<file path="src/inc/hsmc_cfg.svh">
// Constants of the host shared-memory cache: depths, widths and steps.
// Assumes inclusion by bare name from the package and the design files.
`ifndef HSMC_CFG_SVH
`define HSMC_CFG_SVH

// ---------------------------------------------------------------------
// Sizes
// ---------------------------------------------------------------------
`define HSMC_FIFO_DEPTH 4
`define HSMC_ADDR_W 16
`define HSMC_BYTE_W 8

// ---------------------------------------------------------------------
// Counter steps and reset values
// ---------------------------------------------------------------------
`define HSMC_STEP_BYTE 2'h1
`define HSMC_STEP_WORD 2'h2
`define HSMC_SYNC_IDLE 3'h7
`define HSMC_BYTE_ZERO 8'h00
`define HSMC_WORD_ZERO 16'h0000

`endif

</file>
<file path="src/inc/hsmc_pkg.sv">
// Types shared by the host shared-memory cache files.
// Assumes hsmc_cfg.svh is on the include path.
`include "hsmc_cfg.svh"

package hsmc_pkg;

  // -------------------------------------------------------------------
  // Host access sequencer states
  // -------------------------------------------------------------------
  typedef enum logic [1:0] {
    HSMC_IDLE = 2'b00,
    HSMC_EVAL = 2'b01,
    HSMC_WAIT = 2'b10,
    HSMC_DONE = 2'b11
  } hsmc_state_t;

  // Direction the FIFO currently serves
  typedef enum logic {
    HSMC_MODE_READ = 1'b0,
    HSMC_MODE_WRITE = 1'b1
  } hsmc_mode_t;

endpackage

</file>
<file path="src/hdl/hsmc_fifo_mem.sv">
// Byte storage of the cache FIFO: two write ports, two registered reads.
// Assumes the caller never writes both ports to one address in a cycle.
`timescale 1ns/10ps
`default_nettype none
`include "hsmc_cfg.svh"

module hsmc_fifo_mem #(
  parameter int W = `HSMC_BYTE_W,
  parameter int DEPTH = `HSMC_FIFO_DEPTH,
  parameter int AW = $clog2(DEPTH)
) (
  input wire logic clk,
  input wire logic nrst,
  input wire logic we0,
  input wire logic [AW-1:0] wa0,
  input wire logic [W-1:0] wd0,
  input wire logic we1,
  input wire logic [AW-1:0] wa1,
  input wire logic [W-1:0] wd1,
  input wire logic [AW-1:0] ra0,
  input wire logic [AW-1:0] ra1,
  output logic [W-1:0] rd0,
  output logic [W-1:0] rd1
);
  import hsmc_pkg::*;

  logic [W-1:0] mem [DEPTH];

  // ---------------------------------------------------------------------
  // Storage; cleared so that no unknown byte ever reaches the RAM pins
  // ---------------------------------------------------------------------
  always_ff @(posedge clk) begin
    if (!nrst) begin
      for (int i = 0; i < DEPTH; i++) begin
        mem[i] <= '0;
      end
    end else begin
      if (we0) begin
        mem[wa0] <= wd0;
      end
      if (we1) begin
        mem[wa1] <= wd1;
      end
    end
  end

  // Read data one cycle after the address, from flip-flops
  always_ff @(posedge clk) begin
    if (!nrst) begin
      rd0 <= '0;
      rd1 <= '0;
    end else begin
      rd0 <= mem[ra0];
      rd1 <= mem[ra1];
    end
  end

endmodule
`default_nettype wire

</file>
<file path="src/hdl/hsmc_cache.sv">
// Host shared-memory cache: four-byte FIFO between host strobes and RAM.
// Assumes a byte-wide buffer RAM answering ram_req with a one-cycle ram_ack.
`timescale 1ns/10ps
`default_nettype none
`include "hsmc_cfg.svh"

module hsmc_cache #(
  parameter int ADDR_W = `HSMC_ADDR_W,
  parameter int DEPTH = `HSMC_FIFO_DEPTH
) (
  input wire logic clk,
  input wire logic nrst,
  input wire logic host_rd_n,
  input wire logic host_wr_n,
  input wire logic [ADDR_W-1:0] host_addr,
  input wire logic host_word,
  input wire logic [15:0] host_wdata,
  output logic [15:0] host_rdata,
  output logic iordy_out,
  output logic iordy_oe,
  output logic no_wait_response_n,
  input wire logic wide_mem_enable,
  input wire logic slot16,
  input wire logic no_wait_allow,
  input wire logic stagger_fix,
  output logic [ADDR_W-1:0] ram_addr,
  output logic [7:0] ram_wdata,
  output logic ram_req,
  output logic ram_we,
  input wire logic ram_ack,
  input wire logic [7:0] ram_rdata
);
  import hsmc_pkg::*;

  localparam int MW = $clog2(DEPTH);
  localparam int PW = MW + 1;
  localparam logic [PW-1:0] FULL = PW'(DEPTH);
  localparam logic [PW-1:0] PTR_ONE = PW'(1);

  // Byte count of one host access
  function automatic logic [1:0] step_of(input logic word);
    step_of = word ? `HSMC_STEP_WORD : `HSMC_STEP_BYTE;
  endfunction

  // ---------------------------------------------------------------------
  // Strobe synchronisers
  // ---------------------------------------------------------------------
  logic [2:0] rd_sync;
  logic [2:0] wr_sync;
  logic rd_lvl_n;
  logic wr_lvl_n;

  // A level moves only when the second and third stages agree
  always_ff @(posedge clk) begin
    if (!nrst) begin
      rd_sync <= `HSMC_SYNC_IDLE;
      wr_sync <= `HSMC_SYNC_IDLE;
      rd_lvl_n <= 1'h1;
      wr_lvl_n <= 1'h1;
    end else begin
      rd_sync <= {rd_sync[1:0], host_rd_n};
      wr_sync <= {wr_sync[1:0], host_wr_n};
      if (rd_sync[1] == rd_sync[2]) begin
        rd_lvl_n <= rd_sync[2];
      end
      if (wr_sync[1] == wr_sync[2]) begin
        wr_lvl_n <= wr_sync[2];
      end
    end
  end

  wire strobe_act = !rd_lvl_n || !wr_lvl_n;

  // ---------------------------------------------------------------------
  // State
  // ---------------------------------------------------------------------
  hsmc_state_t state;
  hsmc_state_t next_state;
  hsmc_mode_t mode;
  logic [ADDR_W-1:0] host_cnt;
  logic [ADDR_W-1:0] buf_cnt;
  logic [PW-1:0] wr_ptr;
  logic [PW-1:0] rd_ptr;
  logic [PW-1:0] next_wr_ptr;
  logic [PW-1:0] next_rd_ptr;
  logic [ADDR_W-1:0] cap_addr;
  logic cap_word;
  logic cap_wr;
  logic [15:0] cap_wdata;
  logic zw_hold;
  logic drove;
  logic stable;
  logic [7:0] mem_rd0;
  logic [7:0] mem_rd1;

  // ---------------------------------------------------------------------
  // Decode of the pending access
  // ---------------------------------------------------------------------
  wire busy = (state == HSMC_EVAL) || (state == HSMC_WAIT);
  wire [PW-1:0] count = wr_ptr - rd_ptr;
  wire [PW-1:0] need = PW'(step_of(cap_word));
  wire addr_hit = cap_addr == host_cnt;
  wire in_write = mode == HSMC_MODE_WRITE;
  wire mode_match = cap_wr == in_write;
  wire miss = !addr_hit || !mode_match;
  // Write mode must be empty before reloading; read prefetch is discarded
  wire can_load = !in_write || (count == '0);
  wire do_load = busy && miss && can_load;
  // Fresh read data needs an unmoved pointer and no write last cycle
  wire rd_ready = !cap_wr && count >= need && stable;
  wire wr_room = cap_wr && (FULL - count) >= need;
  wire do_serve = busy && !miss && (rd_ready || wr_room);
  wire host_end = (state == HSMC_DONE) && !strobe_act;

  // Zero-wait choice, taken once as the access is first seen
  wire width_ok = !cap_word || (wide_mem_enable && slot16);
  wire cache_ok = !miss && (rd_ready || wr_room);
  wire write_free = cap_wr && (!in_write || count == '0);
  wire zw_ok = no_wait_allow && width_ok && (cache_ok || write_free);

  // ---------------------------------------------------------------------
  // RAM side requests
  // ---------------------------------------------------------------------
  // Prefetch runs while room remains; drain while bytes are held
  wire fill_req = !in_write && count < FULL;
  wire drain_req = in_write && count != '0 && stable;
  assign ram_req = !do_load && (fill_req || drain_req);
  assign ram_we = in_write;
  assign ram_addr = buf_cnt;
  assign ram_wdata = mem_rd0;
  wire fill_ack = ram_req && ram_ack && !in_write;
  wire drain_ack = ram_req && ram_ack && in_write;

  // ---------------------------------------------------------------------
  // FIFO write ports: RAM fill in read mode, host data in write mode
  // ---------------------------------------------------------------------
  wire host_wr = do_serve && cap_wr;
  wire we0 = fill_ack || host_wr;
  wire we1 = host_wr && cap_word;
  wire [MW-1:0] wa0 = wr_ptr[MW-1:0];
  wire [MW-1:0] wa1 = MW'(wr_ptr + PTR_ONE);
  wire [7:0] wd0 = in_write ? cap_wdata[7:0] : ram_rdata;
  wire [MW-1:0] ra1 = MW'(rd_ptr + PTR_ONE);

  hsmc_fifo_mem #(
    .W(`HSMC_BYTE_W),
    .DEPTH(DEPTH),
    .AW(MW)
  ) u_mem (
    .clk(clk),
    .nrst(nrst),
    .we0(we0),
    .wa0(wa0),
    .wd0(wd0),
    .we1(we1),
    .wa1(wa1),
    .wd1(cap_wdata[15:8]),
    .ra0(rd_ptr[MW-1:0]),
    .ra1(ra1),
    .rd0(mem_rd0),
    .rd1(mem_rd1)
  );

  // ---------------------------------------------------------------------
  // Pointer next values
  // ---------------------------------------------------------------------
  // Each pointer has one mover per mode, so they never collide
  assign next_wr_ptr = do_load ? '0 :
                       fill_ack ? wr_ptr + PTR_ONE :
                       (host_end && in_write) ? wr_ptr + need : wr_ptr;
  assign next_rd_ptr = do_load ? '0 :
                       drain_ack ? rd_ptr + PTR_ONE :
                       (host_end && !in_write) ? rd_ptr + need : rd_ptr;

  always_ff @(posedge clk) begin
    if (!nrst) begin
      wr_ptr <= '0;
      rd_ptr <= '0;
      stable <= 1'h0;
    end else begin
      wr_ptr <= next_wr_ptr;
      rd_ptr <= next_rd_ptr;
      stable <= (next_rd_ptr == rd_ptr) && !we0 && !we1;
    end
  end

  // ---------------------------------------------------------------------
  // Address counters and mode
  // ---------------------------------------------------------------------
  always_ff @(posedge clk) begin
    if (!nrst) begin
      host_cnt <= '0;
      buf_cnt <= '0;
      mode <= HSMC_MODE_READ;
    end else if (do_load) begin
      host_cnt <= cap_addr;
      buf_cnt <= {cap_addr[ADDR_W-1:1], cap_addr[0] | stagger_fix};
      mode <= cap_wr ? HSMC_MODE_WRITE : HSMC_MODE_READ;
    end else begin
      if (host_end) begin
        host_cnt <= host_cnt + ADDR_W'(step_of(cap_word));
      end
      if (fill_ack || drain_ack) begin
        buf_cnt <= buf_cnt + ADDR_W'(1);
      end
    end
  end

  // ---------------------------------------------------------------------
  // Host access sequencer
  // ---------------------------------------------------------------------
  always_comb begin
    next_state = state;
    unique case (state)
      HSMC_IDLE: begin
        if (strobe_act) begin
          next_state = HSMC_EVAL;
        end
      end
      HSMC_EVAL, HSMC_WAIT: begin
        if (!strobe_act) begin
          next_state = HSMC_IDLE;
        end else if (do_serve) begin
          next_state = HSMC_DONE;
        end else begin
          next_state = HSMC_WAIT;
        end
      end
      HSMC_DONE: begin
        if (!strobe_act) begin
          next_state = HSMC_IDLE;
        end
      end
    endcase
  end

  // Capture the pin bus once the synchronised strobe is seen
  always_ff @(posedge clk) begin
    if (!nrst) begin
      state <= HSMC_IDLE;
      cap_addr <= '0;
      cap_word <= 1'h0;
      cap_wr <= 1'h0;
      cap_wdata <= `HSMC_WORD_ZERO;
    end else begin
      state <= next_state;
      if (state == HSMC_IDLE && strobe_act) begin
        cap_addr <= host_addr;
        cap_word <= host_word;
        cap_wr <= !wr_lvl_n;
        cap_wdata <= host_wdata;
      end
    end
  end

  // Read data latched as the access is served; byte reads zero-extend
  always_ff @(posedge clk) begin
    if (!nrst) begin
      host_rdata <= `HSMC_WORD_ZERO;
    end else if (do_serve && !cap_wr) begin
      host_rdata <= {cap_word ? mem_rd1 : `HSMC_BYTE_ZERO, mem_rd0};
    end
  end

  // Zero-wait flag held for the rest of the access; drove marks a stall
  always_ff @(posedge clk) begin
    if (!nrst) begin
      zw_hold <= 1'h0;
      drove <= 1'h0;
    end else if (state == HSMC_IDLE) begin
      zw_hold <= 1'h0;
      drove <= 1'h0;
    end else begin
      if (state == HSMC_EVAL) begin
        zw_hold <= zw_ok;
      end
      if (state == HSMC_WAIT && !zw_hold) begin
        drove <= 1'h1;
      end
    end
  end

  assign no_wait_response_n = !zw_hold;

  // ---------------------------------------------------------------------
  // IORDY pin: low while stalled, high once ready after a stall, off otherwise
  // ---------------------------------------------------------------------
  // Driver stays off on zero-wait accesses, even while one waits in HSMC_WAIT
  assign iordy_out = state == HSMC_DONE;
  assign iordy_oe = (state == HSMC_WAIT && !zw_hold) || (state == HSMC_DONE && drove);
endmodule
`default_nettype wire

</file>
<file path="config.mk">
export PLATFORM = sky130hd
export DESIGN_NAME = hsmc_cache
export DESIGN_NICKNAME = d
export VERILOG_FILES = /design/src/inc/hsmc_pkg.sv /design/src/hdl/hsmc_fifo_mem.sv /design/src/hdl/hsmc_cache.sv
export VERILOG_INCLUDE_DIRS = /design/src /design/src/inc
export SDC_FILE = /design/constraint.sdc
export NUM_CORES = 1
export LEC_CHECK = 0
export BUFFER_PORTS_ARGS = -buffer_cell sky130_fd_sc_hd__clkbuf_2
export CORE_MARGIN = 5
export CORE_UTILIZATION = 40
export CTS_BUF_LIST = sky130_fd_sc_hd__clkbuf_8 sky130_fd_sc_hd__clkbuf_16
export CTS_CLUSTER_DIAMETER = 80
export DETAILED_ROUTE_END_ITERATION = 8
export GPL_ROUTABILITY_DRIVEN = 0
export GPL_TIMING_DRIVEN = 0
export PLACE_DENSITY_LB_ADDON = 0.2
export RECOVER_POWER = 50
export SYNTH_ARGS = -nofsm -noshare
export SYNTH_HDL_FRONTEND = slang
export SYNTH_SLANG_ARGS = --single-unit
export TNS_END_PERCENT = 1
</file>
<file path="constraint.sdc">
create_clock -name clk -period 9.2 [get_ports clk]
set_input_delay 1.84 -clock clk [delete_from_list [all_inputs] [get_ports clk]]
set_output_delay 1.84 -clock clk [all_outputs]
set_load 0.005 [all_outputs]
</file>
==> results.ini <==
[outcome]
status=complete, no violations

[timing]
fin_crit_sh_pct=61.6
tightestPinTransition_ns=1.00
finalHoldViolations=0
fin_hold_ws_ns=0.407
period_minus_slack_ns=5.67
grt_setup_unrepaired=false
drv_slew=0
fin_setup_tns_ns=0
setup_viol=0
clock.fmax_mhz=176
clock_skew_ns=0.00618
slew_headroom_pct=33.2

[synthesis]
ys_ff_latch=150
synthCells=762
syn_avg_cell_area_um2=9.49
synth_top_family_by_area=simple AND/OR/NAND/NOR gates
synth_simple_gate_area_share_pct=17.0
async_flop_share_pct=0
synth_top_cell_by_area=dfxtp_1
synth_warnings=0
netlist.area_leader.share_pct=32.7
synth_area_leaders=dfxtp_1 (33%), edfxtp_1 (13%), nand2_1 (6.6%)
synth_edf_count=32
synthMuxAreaShare_pct=7.21
postSynthNetCount=836
synthAdderAreaFrac_pct=4.57
synthDistinctLibCells=59
ys.flop_type=dfxtp_1
syn_area_um2=7230
yosys.area_share.xor_xnor_pct=6.62
synth_compound_area_share_pct=15.2
synth_seq_area_share_pct=45.9

[layout]
drive_gt1_share_pct=13.7
finish.net_count=949
fill_cells=1772
mostFrequentLayoutCells=nand2_1 (127), dfxtp_1 (118), clkbuf_1 (71), a21oi_1 (71), clkbuf_2 (61)
regArea_um2=3320
antennaDiodeCount=0
multi_input_area_um2=3650
syn2layout_area_growth_pct=18.0
finalInstanceArea_um2=8540
mostFrequentLayoutCell=nand2_1

[critical_path]
startpoint_type=flip-flop
endpoint_kind=output pin
cp_slowest_stage_delay_ns=0.51
criticalPathCategory=flip-flop to output pin
worstPathCellList=inv_1 > ha_1 > fa_1 > xor3_1 > inv_1 > ha_1 > nand2b_1 > o211ai_1 > clkbuf_1 > o211a_1 > clkbuf_2
cp.arrival_ns=3.83
r2r_setup_slack_ns=5.18
required_ns=7.36
crit_buf_inv=4
crit_family=buffers and inverters
cp_max_fo=10
critPathSlowestCell=clkbuf_1

[global_route]
grt_pass1_vias=5727
grt_max_degree=17
grt_pass1_wl_um=30700
antenna_found_initial=0
grt_overflow=0
track_usage_pct=19.1

[drt]
totalWireLength_um=19400
wl_per_cell_um=17.4
drtIter0Drc=324
antenna_left=0
routed_via_density=5.31
drc=0
vias=5931
dr.pass1.iters=5

[floorplanning]
core_area_um2=17900
die_h_um=144
initial_core_util_pct=40.4
top_level_ports=95
die_area_um2=20900
rows=49
die_x_um=144

[power]
vdd_drop_max_v=0.000179
p_switching_uw=521
pwr_density_cell_nw_per_um2=208
pwr-share-clk_pct=39.3
p_leak_nw=3.04
pwr-share-comb_pct=16.6
swShare_pct=29.3
power.internal_mw=1.26
seq_power_share_pct=44.1

[cts]
clk_latency_ns=0.42
cts_root_buf=clkbuf_16
clockBufferDepth=2
cts_made_buffers=17
cts_sinks=150
ctsResizeCount=0
cts_tree=yes
clk_pin_slew_worst_paths_ns=0.06
h-tree-depth=4
ctsHoldBuffers=0
cts_setup_buffers=0

[placed_design]
post_dp_cell_area_um2=7990
io_buffers=94
dp_hpwl_um=14900

[flow_run]
maxCapViolCount=0

[min_path]
hp-class=flip-flop to flip-flop

[per-stage QoR]
step           utilization (%)  cells  total power [mW]  setup WS, ns
6_report                  47.7   1117              1.78          3.53
2_1_floorplan                -    762             0.990          4.91
4_1_cts                   47.9   1117              1.80          3.75
5_1_grt                   47.7   1117              1.86          3.30
3_5_place_dp              44.6   1085              1.10          4.22
3_3_place_gp              44.6   1085              1.09          4.20
[cells in the mapped netlist, types with 16 or more instances]
cell	number
nand2_1	127
dfxtp_1	118
a21oi_1	71
o21ai_0	39
clkbuf_1	37
nor2_1	33
edfxtp_1	32
nand3_1	29
xor2_1	27
xnor2_1	25
ha_1	20
inv_1	20
and2_1	19
mux4_2	16
[state kept, by name (all words and copies together), names as in the netlist]
signal      count
state           2
u_mem.rd0       8
cap_word        1
rd_lvl_n        1
drove           1
cap_addr       16
ram_we          1
ram_addr       16
rd_sync         3
host_rdata     16
wr_lvl_n        1
u_mem.mem      32
wr_ptr          3
wr_sync         3
u_mem.rd1       8
zw_hold         1
stable          1
rd_ptr          3
cap_wdata      16
host_cnt       16
cap_wr          1
[power by group through the flow]
stage	combinational, mW	sequential [mW]	clock [mW]
6_report	0.294	0.785	0.699
5_1_grt	0.331	0.792	0.737
4_1_cts	0.301	0.784	0.711
3_5_place_dp	0.299	0.798	0
3_3_place_gp	0.296	0.797	0
2_1_floorplan	0.203	0.787	0
[logic make-up after synthesis]
kind of cell	count (synthesis)
flops	150
buf+inv	66
xor+xnor	53
simple gates	263
mux	32
compound gates	174
fa+ha+maj	24
[final cells by class]
| type | count | share of cell area, % |
|---|---|---|
| buffer | 45 | 2.05 |
| clock buffer | 17 | 4.98 |
| tap | 229 | 3.36 |
| inverter | 21 | 0.923 |
| sequential | 150 | 38.9 |
| clock inverter | 15 | 1.95 |
| timing repair buffer | 94 | 5.01 |
| multi-input combinational | 546 | 42.8 |
[worst register-to-register path: stages (launching register included)]
cell and delay (ns):
dfxtp_1 0.45, inv_1 0.18, ha_1 0.23, fa_1 0.36, xor3_1 0.32, inv_1 0.09, ha_1 0.29, nand2_1 0.06
a211o_1 0.21, a31o_4 0.22, o2111ai_1 0.21, buf_2 0.25, o221ai_1 0.78
[worst paths after layout]
check,start,to,depth (start not counted)
worst max-delay path,wr_ptr[0]$_SDFFE_PP0P_,ram_req,11
worst min-delay path,rd_sync[0]$_SDFF_PN1_,rd_sync[1]$_SDFF_PN1_,1
worst min register to register,rd_sync[0]$_SDFF_PN1_,rd_sync[1]$_SDFF_PN1_,1
worst max register to register,wr_ptr[0]$_SDFFE_PP0P_,u_mem.mem[0][5]$_DFFE_PP_,12
[per-layer routing]
layer  track usage [%]  share of wire, %  vias to the layer above
li1                  -                 -                     2960
met1              24.4                44                     2794
met2              32.8                49                      162
met3              4.40               5.8                       15
met4              4.81               1.0                        0
met5                 0                 0                        -
Note: power is estimated with default switching activity, not from simulation.
